$ cat src/core/fault_timer_pkg.sv
package fault_timer_pkg;
   // --------------------------------
   // Register map
   // --------------------------------
   localparam logic [7:0] ADDR_CONTROL = 8'h24;
   localparam logic [7:0] CONTROL_RESET = 8'h7f;
   localparam int ACTIVATION_POS = 7;
   localparam int TOP_POS = 6;
   localparam logic [6:0] COUNT_ROLL_FROM = 7'h40;

   // --------------------------------
   // Timing
   // --------------------------------
   localparam int CLOCK_MHZ = 100;
   localparam int PRESCALE_CYCLES = 12288;
   localparam int WAKE_CYCLES = 4096;
   localparam int PULSE_NS = 500;
   localparam int PULSE_CYCLES = (PULSE_NS * CLOCK_MHZ + 999) / 1000;
endpackage

$ cat src/core/fault_timer.sv
// Functional notes
// Count field decrements once every 12288 clocks; 64 timeout steps.
// Active and count 40h to 3Fh starts a 500 ns reset pulse.
// Software refreshes periodically with C0h..FFh.
// Deactivated after any reset; only reset deactivates it.
// Write with activation set and top bit clear forces reset.
// Hardware watchdog option keeps it always active.
// Wait state has no effect on counting or reset.
// Reset-on-halt option plus active: halt gives immediate reset.
// Plain halt freezes count and suppresses reset until wake.
// Interrupt wake resumes counting after 4096 clocks; reset wake deactivates.
// Control register: activation bit 7, count bits 6..0, reset 7Fh.
// Software may set activation; only hardware reset clears it.
// At 8 MHz, FFh gives 98.304 ms, C0h 1.536 ms.
// Software should refresh the count just before halting.
// Write loads count directly; activation may be set, never cleared.
`timescale 1ns/1ps
`default_nettype none
module fault_timer
#(
   parameter int unsigned PRESCALE = fault_timer_pkg::PRESCALE_CYCLES,
   parameter int unsigned WAKE_DELAY = fault_timer_pkg::WAKE_CYCLES
)
(
   // Clock and reset
   input wire logic clock_i,
   input wire logic rst_n_i,
   // Register port
   input wire logic [7:0] addr_i,
   input wire logic [7:0] wdata_i,
   input wire logic write_i,
   input wire logic read_i,
   output logic [7:0] rdata_o,
   // Option byte and power states
   input wire logic hw_watchdog_i,
   input wire logic reset_on_halt_i,
   input wire logic wait_i,
   input wire logic halt_i,
   input wire logic ext_wake_i,
   // Reset request and activation status
   output logic reset_n_o,
   output logic activated_o
);
   // ----------------------------------------
   // Reset release
   // ----------------------------------------
   logic rst_meta;
   logic rst_n;

   always_ff @(posedge clock_i or negedge rst_n_i)
   begin
      if (!rst_n_i)
      begin
         rst_meta <= 1'b0;
         rst_n <= 1'b0;
      end
      else
      begin
         rst_meta <= 1'b1;
         rst_n <= rst_meta;
      end
   end

   // ----------------------------------------
   // State
   // ----------------------------------------
   typedef enum logic [1:0] {RUNNING, HALTED, WAKING} power_e;

   power_e power;
   power_e next_power;
   logic activation;
   logic [6:0] count;
   logic [12:0] wake_count;
   logic [5:0] pulse_count;
   logic [6:0] low_run;
   logic tick;
   logic active;
   logic ctrl_write;
   logic rolls_over;
   logic soft_reset;
   logic halt_reset;
   logic fire;

   function automatic logic is_control(input logic [7:0] addr);
      is_control = (addr == fault_timer_pkg::ADDR_CONTROL);
   endfunction

   assign ctrl_write = write_i && is_control(addr_i);
   // Option byte overrides the software bit
   assign active = activation || hw_watchdog_i;
   // Wait is not looked at: counting carries on through it
   // A refresh in the same cycle wins over the rollover
   assign rolls_over = tick && !ctrl_write
                       && (count == fault_timer_pkg::COUNT_ROLL_FROM);
   assign soft_reset = ctrl_write && (wdata_i[fault_timer_pkg::ACTIVATION_POS] || active)
                       && !wdata_i[fault_timer_pkg::TOP_POS];
   assign halt_reset = halt_i && reset_on_halt_i && active && (power == RUNNING);
   // Software reset carries its own activation, so it also fires from the inactive state
   assign fire = ((active && rolls_over) || soft_reset || halt_reset)
                 && (power == RUNNING);

   // ----------------------------------------
   // Prescaler
   // ----------------------------------------
   // Cleared on refresh so every timeout step is whole
   fault_timer_divider #(
      .PERIOD(PRESCALE)
   ) u_divider (
      .clock_i(clock_i),
      .rst_n_i(rst_n),
      .run_i(power == RUNNING),
      .clear_i(ctrl_write),
      .tick_o(tick)
   );

   // ----------------------------------------
   // Halt tracking
   // ----------------------------------------
   always_comb
   begin
      next_power = power;
      case (power)
         RUNNING:
            if (halt_i && !(reset_on_halt_i && active))
            begin
               next_power = HALTED;
            end
         HALTED:
            if (ext_wake_i)
            begin
               next_power = WAKING;
            end
         WAKING:
            if (wake_count == 13'(WAKE_DELAY - 1))
            begin
               next_power = RUNNING;
            end
         default:
            next_power = RUNNING;
      endcase
   end

   always_ff @(posedge clock_i or negedge rst_n)
   begin
      if (!rst_n)
      begin
         power <= RUNNING;
      end
      else
      begin
         power <= next_power;
      end
   end

   always_ff @(posedge clock_i or negedge rst_n)
   begin
      if (!rst_n)
      begin
         wake_count <= 13'h0000;
      end
      else if (power == WAKING)
      begin
         wake_count <= wake_count + 13'h0001;
      end
      else
      begin
         wake_count <= 13'h0000;
      end
   end

   // ----------------------------------------
   // Control register
   // ----------------------------------------
   always_ff @(posedge clock_i or negedge rst_n)
   begin
      if (!rst_n)
      begin
         activation <= fault_timer_pkg::CONTROL_RESET[7];
         count <= fault_timer_pkg::CONTROL_RESET[6:0];
      end
      else
      begin
         if (ctrl_write)
         begin
            // Only ever set here; a reset is the sole way back to zero
            activation <= activation | wdata_i[fault_timer_pkg::ACTIVATION_POS];
            count <= wdata_i[6:0];
         end
         else if (tick && power == RUNNING)
         begin
            // A tick caught on the way into halt is dropped
            count <= count - 7'h01;
         end
      end
   end

   always_ff @(posedge clock_i or negedge rst_n)
   begin
      if (!rst_n)
      begin
         rdata_o <= 8'h00;
      end
      else if (read_i && is_control(addr_i))
      begin
         rdata_o <= {activation, count};
      end
      else
      begin
         rdata_o <= 8'h00;
      end
   end

   always_ff @(posedge clock_i or negedge rst_n)
   begin
      if (!rst_n)
      begin
         activated_o <= 1'b0;
      end
      else
      begin
         activated_o <= active;
      end
   end

   // ----------------------------------------
   // Reset pulse
   // ----------------------------------------
   // Pulse may outlive its cause; the system reset ends it anyway
   always_ff @(posedge clock_i or negedge rst_n)
   begin
      if (!rst_n)
      begin
         pulse_count <= 6'h00;
         reset_n_o <= 1'b1;
      end
      else if (fire && pulse_count == 6'h00)
      begin
         pulse_count <= 6'(fault_timer_pkg::PULSE_CYCLES);
         reset_n_o <= 1'b0;
      end
      else if (pulse_count > 6'h01)
      begin
         pulse_count <= pulse_count - 6'h01;
      end
      else
      begin
         pulse_count <= 6'h00;
         reset_n_o <= 1'b1;
      end
   end

   // ----------------------------------------
   // Checks
   // ----------------------------------------
   // Low stretch length; a counter, since the pulse is too long for a repetition
   always_ff @(posedge clock_i or negedge rst_n)
   begin
      if (!rst_n)
      begin
         low_run <= 7'h00;
      end
      else if (!reset_n_o)
      begin
         low_run <= low_run + 7'h01;
      end
      else
      begin
         low_run <= 7'h00;
      end
   end
endmodule
`default_nettype wire

$ cat src/core/fault_timer_divider.sv
`timescale 1ns/1ps
`default_nettype none
module fault_timer_divider
#(
   parameter int unsigned PERIOD = 12288
)
(
   // Clock and reset
   input wire logic clock_i,
   input wire logic rst_n_i,
   // Control
   input wire logic run_i,
   input wire logic clear_i,
   // Tick
   output logic tick_o
);
   logic [15:0] count;

   always_ff @(posedge clock_i or negedge rst_n_i)
   begin
      if (!rst_n_i)
      begin
         count <= 16'h0000;
         tick_o <= 1'b0;
      end
      else if (clear_i)
      begin
         count <= 16'h0000;
         tick_o <= 1'b0;
      end
      else if (run_i)
      begin
         if (count == 16'(PERIOD - 1))
         begin
            count <= 16'h0000;
            tick_o <= 1'b1;
         end
         else
         begin
            count <= count + 16'h0001;
            tick_o <= 1'b0;
         end
      end
      else
      begin
         tick_o <= 1'b0;
      end
   end
endmodule
`default_nettype wire

$ cat config.mk
export PLATFORM = sky130hd
export DESIGN_NAME = fault_timer
export DESIGN_NICKNAME = d
export VERILOG_FILES = /design/src/core/fault_timer_pkg.sv /design/src/core/fault_timer.sv /design/src/core/fault_timer_divider.sv
export SDC_FILE = /design/constraint.sdc
export NUM_CORES = 1
export LEC_CHECK = 0
export CAP_MARGIN = 20
export CORE_MARGIN = 2
export CORE_UTILIZATION = 60
export DETAILED_ROUTE_END_ITERATION = 8
export DONT_BUFFER_PORTS = 1
export PLACE_DENSITY = 0.76
export SETUP_SLACK_MARGIN = 0.1
export SYNTH_ARGS = -nofsm -noshare
export SYNTH_HDL_FRONTEND = slang
export SYNTH_SLANG_ARGS = --single-unit
$ cat constraint.sdc
create_clock -name clock_i -period 5.3 [get_ports clock_i]
set_input_delay 0.53 -clock clock_i [delete_from_list [all_inputs] [get_ports clock_i]]
set_output_delay 0.53 -clock clock_i [all_outputs]
set_load 0.01 [all_outputs]
== After elaboration in Yosys (flattened, before gate mapping) ==
Cells that the tools add are included.

* Bits in registers: 58
* Latch bits: 0
* Memory bits (writable): 0
* Bits in read-only memories: 0
* Bits of input ports: 25
* Output and inout bits: 10
* Word-level logic and storage cells: 73
* Memories kept: 0

* $add $sub $neg: 4
* $mul: 0
* Divide/modulo/power cells: 0
* $lt $le $gt $ge: 1
* Eq/ne operators: 10
* Shifts and indexed selects: 0
* Mux-type cells: 18
* Bitwise logic cells: 1
* Reduce and logical (&&, ||, !) cells: 27

{| class="wikitable"
|+ Operators by type and width
! cell !! count
|-
| $mux W16 || 3
|-
| $add A16 B1 Y16 const B || 1
|-
| $eq A16 B14 Y1 const B || 1
|-
| $logic_and A1 B1 Y1 || 15
|-
| $mux W7 || 2
|-
| $add A13 B1 Y13 const B || 1
|-
| $eq A13 B12 Y1 const B || 1
|-
| $mux W13 || 1
|-
| $mux W6 || 2
|-
| $eq A8 B6 Y1 const B || 1
|-
| $mux W8 || 1
|-
| $ne A2 B2 Y1 const B || 4
|-
| $eq A7 B7 Y1 const B || 1
|-
| $sub A7 B1 Y7 const B || 1
|-
| $gt A6 B1 Y1 const B || 1
|-
| $logic_not A6 Y1 || 1
|-
| $mux W2 || 3
|-
| $pmux W2 S3 || 1
|-
| $sub A6 B1 Y6 const B || 1
|-
| $mux W1 || 5
|-
| $logic_or A1 B1 Y1 || 4
|-
| $reduce_bool A2 Y1 || 2
|-
| $logic_not A1 Y1 || 3
|-
| $reduce_and A3 Y1 || 1
|-
| 4 further kinds || 4
|}

== Depth between registers and ports, before layout ==
Gate-level depths: netlist of run 1.

* Depth in word-level cells: 11
* Depth in mapped cells: 6
* Mapped depth without buffers: 5

== By module ==
A second synthesis of run 1 with hierarchy kept.

* Cell total of the unflattened synthesis: 265
* Area, all modules: 2778.9 um^2

{| class="wikitable"
|+ Modules (own cells, without submodules)
! module !! times used !! cells an instance !! area an instance (um^2) !! sequential area each (um^2)
|-
| fault_timer || 1 || 177 || 1905.6 || 1036.0
|-
| fault_timer_divider || 1 || 88 || 873.3 || 425.4
|}

== Least setup slack after synthesis of run 1 ==
OpenSTA, ideal clock, no wires.

* Path kind: input to register
* Start: input port addr_i[4]
* End: register pulse_count[4]
* Setup time: 0.137 ns
* Data arrival time: 1.637 ns
* Data required time: 5.163 ns
* Slack: 3.526 ns
* Cell stages on the path: 5
* Buffers on the path: 1
* Cell sequence: nor4b_1 and3_1 buf_4 o221a_4 o221ai_1

* Word-level cells in the longest chain between the ends: 11
* Elaborated cells on any way between the ends: 13
* Those cells by class: eq/ne: 1; mux: 1; reduce/logical: 11

{| class="wikitable"
|+ RTL lines
! item !! line !! RTL
|-
| start, declared || fault_timer.sv:29 || <nowiki>input wire logic [7:0] addr_i,</nowiki>
|-
| $eq A8 B6 Y1 (*) || fault_timer.sv:85 || <nowiki>is_control = (addr == fault_timer_pkg::ADDR_CONTROL);</nowiki>
|-
| $logic_and A1 B1 Y1 (*) || fault_timer.sv:88 || <nowiki>assign ctrl_write = write_i && is_control(addr_i);</nowiki>
|-
| $logic_not A1 Y1 || fault_timer.sv:93 || <nowiki>assign rolls_over = tick && !ctrl_write</nowiki>
|-
| $logic_and A1 B1 Y1 || fault_timer.sv:93 ||
|-
| $logic_and A1 B1 Y1 || fault_timer.sv:94 || <nowiki>&& (count == fault_timer_pkg::COUNT_ROLL_FROM);</nowiki>
|-
| $logic_and A1 B1 Y1 || fault_timer.sv:99 || <nowiki>assign fire = ((active && rolls_over) || soft_reset || halt_reset)</nowiki>
|-
| $logic_or A1 B1 Y1 (*) (2 in a row) || fault_timer.sv:99 ||
|-
| $logic_and A1 B1 Y1 (*) || fault_timer.sv:100 || <nowiki>&& (power == RUNNING);</nowiki>
|-
| $logic_and A1 B1 Y1 (*) || fault_timer.sv:236 || <nowiki>else if (fire && pulse_count == 6'h00)</nowiki>
|-
| $mux W6 (*) || fault_timer.sv:236 ||
|-
| end signal, assigned || fault_timer.sv:238 || <nowiki>pulse_count <= 6'(fault_timer_pkg::PULSE_CYCLES);</nowiki>
|-
| end signal, assigned || fault_timer.sv:243 || <nowiki>pulse_count <= pulse_count - 6'h01;</nowiki>
|-
| end, declared || fault_timer.sv:74 || <nowiki>logic [5:0] pulse_count;</nowiki>
|}

Mark *: on every way between the ends. The rest lies on a longest branch, timed or not.
A chain may end at the register's enable or synchronous reset.

== Worst setup path in the final report of run 1 ==
Same ends and word-level chain as after synthesis.

==> impl_metrics.tcl, run 1 <==
set metrics [dict create \
    worstHoldStart "wdata_i[0]" \
    cap_violations 0 \
    hpwl_mm 3.57 \
    grtUsageMet1_pct 27.6 \
    critPathMaxStageDelay_ns 0.96 \
    wl_per_cell_um 15.5 \
    ant_nets 0 \
    tns_ns 0 \
    required_ns 5.50 \
    multi_input_area_um2 1300 \
    yosys_register_bits 58 \
    met3_usage_pct 4.97 \
    regToRegStartpoint "u_divider.count[12]$_DFFE_PN0P_" \
    cp.arrival_ns 2.65 \
    power_density_nw_per_um2 358 \
    skew_ns 0.00378 \
    top_usage_layer "met2" \
    hold_end "count[0]$_DFFE_PN1P_" \
    drt_iter0_drc 128 \
    ys_types 51 \
    grt_antenna_before_repair 0 \
    synth_flop_cell "dfrtp_1" \
    cpMaxStageDelayCell "and3_1" \
    synth_fp_nets 310 \
    async_flop_share_pct 100 \
    yosysSeqAreaShare_pct 51.4 \
    leakage_nw 1.36 \
    reg2reg_slack_ns 3.45 \
    routed_wl_mm 5.27 \
    reg2regPathDepth 4 \
    drv_slew 0 \
    setup_viol 0 \
    peakVddDrop_uv 210 \
    dieArea_um2 5310 \
    start_util_pct 61.0 \
    drtPass1Iterations 4 \
    cts_made_buffers 9 \
    grt_max_degree 57 \
    grt.total_usage_pct 21.8 \
    rows 25 \
    clock_sinks 58 \
    port_buffers 0 \
    die_width_um 72.9 \
    insertion_delay_ns 0.33 \
    rsz0062_at_grt "false" \
    clk_path_buf_depth 2 \
    dpl_cell_area_um2 2880 \
    worst_slew_pin_slew_ns 1.02 \
    crit_chain "nor4b_1 > and3_1 > o221a_4 > o221ai_1" \
    vias_per_cell 5.99 \
    fillers 381 \
    clock-root-buffer "clkbuf_8" \
    period_share_pct 46.2 \
    slew_headroom_pct 32.1 \
    cp_max_fo 27 \
    end_kind "flip-flop" \
    hold_path.class "in2reg" \
    fin_nets 313 \
    grt_use_met2_pct 34.1 \
    fin_util_pct 65.9 \
    overflow 0 \
    syn_area_um2 2850 \
    grt_pass1_wl_mm 8.78 \
    r2r-end "u_divider.count[3]$_DFFE_PN0P_" \
    route.detailed.drc 0 \
    max_freq_mhz 408 \
    fin_crit_ns 2.45 \
    ioPinCount 35 \
    yosysWarnings 0 \
    coreArea_um2 4660 \
    hold_depth 2 \
    gp_congestion 0.815 \
    vias 2037 \
    cts_tree "yes" \
    syn_inst 279 \
    syn_to_final_growth_pct 7.92 \
    grt_pass1_vias 1950 \
    status "complete, no violations" \
    critical_path_class "in2reg" \
    synth.avg_cell_area_um2 10.2 \
    drive_above_1_share_pct 11.9 \
    h-tree-depth 3 \
    start_kind "input pin" \
    synth_edf_count 0 \
    die-height_um 72.9 \
    antenna_cells 0 \
    fin_area_um2 3070 \
    hold_viol 0 \
    worst_hold_slack_ns 0.296 \
    cts.clk_slew.worst_paths_ns 0.06 \
    power_mw 1.10 \
    seq_area_um2 1460 \
]
-- synthesized netlist by cell type, types with 2 or more instances --
cell type | count | area share (%)
dfrtp_1 | 50 | 44
nor2_1 | 32 | 4.2
nand2_1 | 24 | 3.2
xor2_1 | 21 | 6.5
nand4_1 | 14 | 3.1
nand3_1 | 11 | 1.9
and2_1 | 10 | 2.2
o21ai_0 | 10 | 1.8
a21oi_1 | 9 | 1.6
and3_1 | 8 | 1.8
dfstp_2 | 8 | 7.4
inv_1 | 7 | 0.92
ha_1 | 6 | 2.6
nor3_1 | 6 | 1.1
clkbuf_1 | 5 | 0.66
xnor2_1 | 5 | 1.5
buf_2 | 4 | 0.70
nor4b_1 | 4 | 1.2
a21o_1 | 3 | 0.79
and4_1 | 3 | 0.92
o31ai_1 | 3 | 0.79
or4_1 | 3 | 0.79
buf_4 | 2 | 0.53
nand4b_1 | 2 | 0.62
o211ai_1 | 2 | 0.53
or2_1 | 2 | 0.44
-- worst max-delay path, delay by kind of cell --
kind / cells / cell delay [ns]
simple gates: 2 / 1.63
compound gates: 2 / 0.49
-- stage by stage --
step	std cells	setup slack [ns]
2_1_floorplan	279	3.53
3_3_place_gp	324	2.54
3_5_place_dp	324	2.51
4_1_cts	340	2.88
5_1_grt	340	2.71
6_report	340	2.85
-- flip-flops by register name, indices dropped and copies added, names as in the netlist --
register and flops:
u_divider.tick_o 1, rst_meta 1, wake_count 13, pulse_count 6, activation 1, power 2
reset_n_o 1, u_divider.count 16, activated_o 1, rst_n 1, rdata_o 8, count 7
-- layout by cell type, fill, tap and decap left out, types with 2 or more instances in the layout --
master and n:
clkbuf_1 2, nor2_1 32, or2_1 2, clkinv_2 2
and3_1 8, nand3_1 11, clkbuf_8 10, nor3_1 6
nor4b_1 4, xor2_1 21, ha_1 6, buf_4 2
dfrtp_1 49, a21o_1 3, xnor2_1 5, or4_1 3
inv_1 7, o211ai_1 2, o31ai_1 3, nand4b_1 2
a21oi_1 9, dfstp_2 8, nand4_1 14, and2_1 10
nand2_1 24, and4_1 3, o21ai_0 10
-- cell families after synthesis --
family	share of synthesized area (%)
other cells	0.132
flops	51.4
simple gates	25.0
compound gates	9.72
xor+xnor	8.00
buf+inv	2.81
fa+ha+maj	2.64
mux	0.352
-- area by class of cell --
cell class / count / area share, %
well taps: 54 / 2.20
flip-flops and latches: 58 / 47.6
clock inverters: 3 / 1.30
inverters: 7 / 0.856
clock buffers: 12 / 4.73
multi-input cells: 203 / 42.5
repair buffers: 3 / 0.815
-- routing by layer --
layer | part of all wire [%] | vias up | routed length, um
li1 | - | 988 | -
met1 | 47 | 988 | 2470
met2 | 47 | 47 | 2500
met3 | 3.1 | 14 | 165
met4 | 2.6 | 0 | 136
met5 | 0 | - | 0
-- worst max-delay path by stage --
stage / depth (start not counted) / to / start
after floorplan: 5 / pulse_count[4]$_DFF_PN0_ / addr_i[4]
after global placement: 4 / pulse_count[4]$_DFF_PN0_ / addr_i[4]
after detailed placement: 4 / pulse_count[4]$_DFF_PN0_ / addr_i[4]
after CTS: 4 / pulse_count[4]$_DFF_PN0_ / addr_i[4]
after global routing: 4 / pulse_count[4]$_DFF_PN0_ / addr_i[4]
final: 4 / pulse_count[4]$_DFF_PN0_ / addr_i[4]
-- repair_timing --
action,CTS,global route
endpoints found under the hold margin,2,0
setup buffers,0,0
gates resized for setup,0,0
hold buffers,1,0
-- power by group --
| group | switching (mW) | total (mW) | internal (mW) |
|---|---|---|---|
| Sequential | 0.0518 | 0.544 | 0.492 |
| Combinational | 0.109 | 0.171 | 0.0622 |
| Clock | 0.160 | 0.386 | 0.226 |
Note: power is estimated with default switching activity, not from simulation.
==> inputs of run 2 (changes only) <==
==> constraint.sdc (replaced) <==
create_clock -name clock_i -period 2.35 [get_ports clock_i]
set_input_delay 0.235 -clock clock_i [delete_from_list [all_inputs] [get_ports clock_i]]
set_output_delay 0.235 -clock clock_i [all_outputs]
set_load 0.01 [all_outputs]
==> impl_metrics.tcl, run 2 (synthesis results as in run 1) <==
set metrics [dict create \
    vias_per_cell 5.94 \
    largest_reg_flops 16 \
    coreArea_um2 4660 \
    multi_input_area_um2 1300 \
    rows 25 \
    grt_pass1_wl_mm 8.94 \
    drt_iter0_drc 73 \
    skew_ns 0.00993 \
    hpwl_mm 3.66 \
    clk_path_buf_depth 2 \
    setup_viol 0 \
    rsz0062_at_grt "false" \
    routed_wl_mm 5.32 \
    die_width_um 72.9 \
    clock-root-buffer "clkbuf_8" \
    seq_area_um2 1460 \
    layout_common_cells "dfrtp_1 (49), nor2_1 (32), nand2_1 (24), xor2_1 (21), nand4_1 (14)" \
    fillers 378 \
    drive_above_1_share_pct 13.7 \
    fin_crit_ns 1.81 \
    worst_slew_pin_slew_ns 0.703 \
    leakage_nw 1.39 \
    postCtsSetupBuffers 0 \
    cts_made_buffers 9 \
    h-tree-depth 3 \
    syn_to_final_growth_pct 9.32 \
    ant_nets 0 \
    tns_ns 0 \
    hold_path.class "in2reg" \
    drtPass1Iterations 4 \
    route.detailed.drc 0 \
    cp.arrival_ns 2.07 \
    dieArea_um2 5310 \
    start_kind "flip-flop" \
    ioPinCount 35 \
    drv_slew 0 \
    clock_sinks 58 \
    final_common_cell "dfrtp_1" \
    start_util_pct 61.0 \
    setup_slack_ns 0.538 \
    critical_path_class "reg2reg" \
    peakVddDrop_uv 560 \
    fin_area_um2 3110 \
    dp_slack_ns 0.557 \
    grt.total_usage_pct 22.0 \
    fin_nets 319 \
    cts_tree "yes" \
    grt_antenna_before_repair 0 \
    grt_pass1_vias 1988 \
    period_share_pct 77.1 \
    gp_congestion 0.896 \
    required_ns 2.61 \
    die-height_um 72.9 \
    cp_max_fo 7 \
    reg2reg_slack_ns 0.54 \
    port_buffers 0 \
    hold_viol 0 \
    cap_violations 0 \
    status "complete, no violations" \
    post_cts_resized 0 \
    largest_register "u_divider.count" \
    wl_per_cell_um 15.3 \
    overflow 0 \
    power_density_nw_per_um2 793 \
    reg_top3 "u_divider.count x16, wake_count x13, rdata_o x8" \
    antenna_cells 0 \
    vias 2061 \
    grt_max_degree 35 \
    dpl_cell_area_um2 2920 \
    max_freq_mhz 552 \
    end_kind "flip-flop" \
    cts.clk_slew.worst_paths_ns 0.06 \
    insertion_delay_ns 0.34 \
    slew_headroom_pct 53.2 \
]
==> run 2: timing repair <==
action                     in CTS  in global routing
hold endpoints to repair        2                  0
setup endpoints to repair       0                  0
hold buffers                    1                  0
==> run 2: critical path: stages, from the launching register on <==
cell,delay [ns]
dfrtp_1,0.41
ha_1,0.23
and4bb_4,0.33
nand4_4,0.13
or4_4,0.50
a21oi_2,0.14
==> run 2: power breakdown <==
| part | internal (mW) | switching, mW | total, mW | leakage (nW) |
|---|---|---|---|---|
| sequential | 1.11 | 0.130 | 1.24 | 0.749 |
| combinational | 0.142 | 0.231 | 0.373 | 0.551 |
| clock | 0.485 | 0.370 | 0.855 | 0.0941 |
==> run 2: through the flow <==
stage          power (mW)  std cells  util (%)  hold slack (ns)
2_1_floorplan        1.52        279         -          -0.0606
3_3_place_gp         1.61        330      62.7          -0.0605
3_5_place_dp         1.62        330      62.7          -0.0605
4_1_cts              2.48        347      66.7          0.00353
5_1_grt              2.59        347      66.7           0.0214
6_report             2.47        347      66.7          0.00947
==> run 2: worst paths after layout <==
path,endpoint,start,cells past startpoint
min,count[5]$_DFFE_PN1P_,wdata_i[5],2
min in group asynchronous,rst_meta$_DFF_PN0_,rst_n_i,1
min reg2reg,wake_count[7]$_DFF_PN0_,rst_n$_DFF_PN0_,0
max reg2reg,u_divider.count[12]$_DFFE_PN0P_,u_divider.count[0]$_DFFE_PN0P_,5
max,u_divider.count[12]$_DFFE_PN0P_,u_divider.count[0]$_DFFE_PN0P_,5
max in group asynchronous,reset_n_o$_DFFE_PN1P_,rst_n$_DFF_PN0_,1
==> run 2: metal layers <==
layer,vias to the layer above,share of wire [%],track usage [%]
li1,1012,-,-
met4,0,2.3,12.3
met2,45,50,35.8
met3,14,3.1,4.28
met1,990,45,27.4
met5,-,0,0
==> run 2: final cells by class <==
class                   instances  area share [%]
clock inverters                 4            1.45
flip-flops and latches         58            47.0
clock buffers                  12            4.34
inverters                       7           0.845
repair buffers                  9            2.25
multi-input cells             203            41.9
well taps                      54            2.17
==> inputs of run 3 (changes only) <==
--- a/config.mk
+++ b/config.mk
@@ -5,6 +5,7 @@
 export SDC_FILE = /design/constraint.sdc
 export NUM_CORES = 1
 export LEC_CHECK = 0
+export ABC_AREA = 1
 export CAP_MARGIN = 20
 export CORE_MARGIN = 2
 export CORE_UTILIZATION = 60
==> constraint.sdc (replaced) <==
create_clock -name clock_i -period 1.8 [get_ports clock_i]
set_input_delay 0.18 -clock clock_i [delete_from_list [all_inputs] [get_ports clock_i]]
set_output_delay 0.18 -clock clock_i [all_outputs]
set_load 0.01 [all_outputs]
==> impl_metrics.tcl, run 3 <==
set metrics [dict create \
    period_share_pct 87.5 \
    vias_per_cell 5.21 \
    dieArea_um2 5640 \
    reg_top3 "u_divider.count x16, wake_count x13, rdata_o x8" \
    port_buffers 0 \
    synthSimpleGateAreaFrac_pct 29.5 \
    reg2regPathDepth 8 \
    rsz0062_at_grt "true" \
    syn_to_final_growth_pct 10.8 \
    hold_viol 0 \
    synth.avg_cell_area_um2 7.97 \
    cts.clk_slew.worst_paths_ns 0.07 \
    setup_viol 0 \
    drive_above_1_share_pct 12.9 \
    clk_path_buf_depth 2 \
    grt_pass1_vias 2327 \
    cts_tree "yes" \
    synthAdderAreaFrac_pct 2.48 \
    worstHoldStart "wdata_i[3]" \
    largest_reg_flops 16 \
    route.detailed.drc 0 \
    hpwl_mm 4.27 \
    power_density_nw_per_um2 945 \
    coreArea_um2 4790 \
    status "complete, no violations" \
    drtPass1Iterations 4 \
    r2r-end "u_divider.count[5]$_DFFE_PN0P_" \
    overflow 0 \
    grt.total_usage_pct 23.0 \
    ys_top_cells_by_area "dfrtp_1 (41%), nand2_1 (9.3%), dfstp_2 (6.9%)" \
    max_freq_mhz 635 \
    skew_ns 0.00781 \
    largest_register "u_divider.count" \
    start_util_pct 63.3 \
    synth_compound_area_share_pct 8.30 \
    rows 25 \
    grt_max_degree 24 \
    grt_pass1_wl_mm 9.81 \
    yosys_register_bits 58 \
    drt_iter0_drc 134 \
    power_mw 3.17 \
    cts_made_buffers 9 \
    syn_inst 380 \
    fin_crit_ns 1.57 \
    cap_violations 0 \
    cp.arrival_ns 1.78 \
    critical_path_class "reg2reg" \
    regToRegStartpoint "u_divider.count[1]$_DFFE_PN0P_" \
    start_kind "flip-flop" \
    peakVddDrop_uv 636 \
    synth_largest_area_cell "dfrtp_1" \
    hold_end "count[3]$_DFFE_PN1P_" \
    synth_xor_area_share_pct 3.18 \
    tns_ns 0 \
    die-height_um 75.1 \
    insertion_delay_ns 0.33 \
    dp_slack_ns 0.228 \
    synth_top_family_by_area "simple AND/OR/NAND/NOR gates" \
    gp_congestion 0.870 \
    required_ns 2.01 \
    fin_nets 428 \
    ant_nets 0 \
    final_common_cell "nand2_1" \
    ys_types 36 \
    synthTopCellsByCount "nand2_1 (75), inv_1 (55), nor2_1 (53), dfrtp_1 (50), nand3_1 (27)" \
    antenna_cells 0 \
    h-tree-depth 3 \
    grt_antenna_before_repair 0 \
    synth_fp_nets 411 \
    synth_top_area_share_pct 41.3 \
    hold_path.class "in2reg" \
    synth_flop_cell "dfrtp_1" \
    leakage_nw 1.64 \
    clock-root-buffer "clkbuf_8" \
    synth_edf_count 0 \
    yosysSeqAreaShare_pct 48.2 \
    vias 2443 \
    syn_area_um2 3030 \
    reg2reg_slack_ns 0.23 \
    synthMuxAreaShare_pct 0 \
    die_width_um 75.1 \
    routed_wl_mm 5.71 \
    wl_per_cell_um 12.2 \
    layout_common_cells "nand2_1 (75), inv_1 (55), nor2_1 (53), dfrtp_1 (49), nand3_1 (27)" \
    hold_depth 2 \
    end_kind "flip-flop" \
    worst_hold_slack_ns 0.00658 \
    synth.most_common_cell "nand2_1" \
    clock_sinks 58 \
    setup_slack_ns 0.225 \
    ioPinCount 35 \
    yosysWarnings 0 \
    async_flop_share_pct 100 \
    cp_max_fo 8 \
    drv_slew 0 \
]
[run 3: cell count changes after synthesis, sizes merged, moves of 9 or more]
cell	change
and2	-10
nor2	+27
inv	+53
o21ai	+16
nand3	+17
xor2	-11
and3	-9
nand2	+58
[run 3: what timing repair did]
item,in CTS,in global routing
setup buffers,0,0
endpoints found under the hold margin,6,0
resized for setup,0,1
endpoints found under the setup margin,0,2
hold buffers,4,0
[run 3: how the worst max path moves through the flow]
stage	start	to	slack, ns	cells past startpoint
after floorplan	u_divider.count[0]$_DFFE_PN0P_	u_divider.count[10]$_DFFE_PN0P_	0.42	8
after global placement	u_divider.count[1]$_DFFE_PN0P_	u_divider.count[4]$_DFFE_PN0P_	0.31	8
after detailed placement	u_divider.count[1]$_DFFE_PN0P_	u_divider.count[5]$_DFFE_PN0P_	0.23	8
after CTS	u_divider.count[1]$_DFFE_PN0P_	u_divider.count[5]$_DFFE_PN0P_	0.21	8
after global routing	u_divider.count[0]$_DFFE_PN0P_	u_divider.count[5]$_DFFE_PN0P_	0.09	8
final	u_divider.count[1]$_DFFE_PN0P_	u_divider.count[5]$_DFFE_PN0P_	0.23	8
[run 3: cell families (layout without fill, tap and decap cells)]
kind of cell / count (synthesis) / in the layout
simple gates: 195 / 195
buf+inv: 64 / 86
flops: 58 / 58
compound gates: 45 / 45
xor+xnor: 11 / 11
fa+ha+maj: 6 / 6
other cells: 1 / 1
[run 3: cell type report]
| cell class | count | area (um^2) |
|---|---|---|
| sequential | 58 | 1460 |
| fill | 367 | 1430 |
| multi-input combinational | 258 | 1330 |
| inverter | 61 | 229 |
| clock buffer | 10 | 138 |
| tap | 67 | 83.8 |
| timing repair buffer | 9 | 77.6 |
| clock inverter | 6 | 41.3 |
[run 3: report_power, final]
| group | switching [mW] | internal, mW | total, mW | leakage [nW] |
|---|---|---|---|---|
| clock network | 0.538 | 0.535 | 1.07 | 0.0847 |
| logic | 0.383 | 0.180 | 0.563 | 0.807 |
| registers | 0.119 | 1.42 | 1.54 | 0.751 |
| total | 1.04 | 2.13 | 3.17 | 1.64 |
[run 3: routing by layer]
metal / vias to the layer above / routed length (um) / global-route usage, %
met4: 0 / 116 / 10.3
met5: - / 0 / 0
met2: 43 / 2750 / 38.2
met1: 1145 / 2650 / 29.4
li1: 1244 / - / -
met3: 11 / 190 / 4.15
[run 3: stage by stage]
step,cells,area (um^2),util [%]
CTS,469,3350,70.0
detailed placement,449,3130,65.5
global placement,449,3130,65.5
global route,469,3360,70.1
finish,469,3360,70.1
floorplan,380,3030,-
[run 3: critical path, cell delays in order (launching register included)]
cell	delay (ns)
dfrtp_1	0.37
ha_1	0.20
nand2_2	0.12
nor2_8	0.15
nand2_2	0.08
nor2_4	0.11
nand2_2	0.08
o21ai_4	0.24
nor2_1	0.10
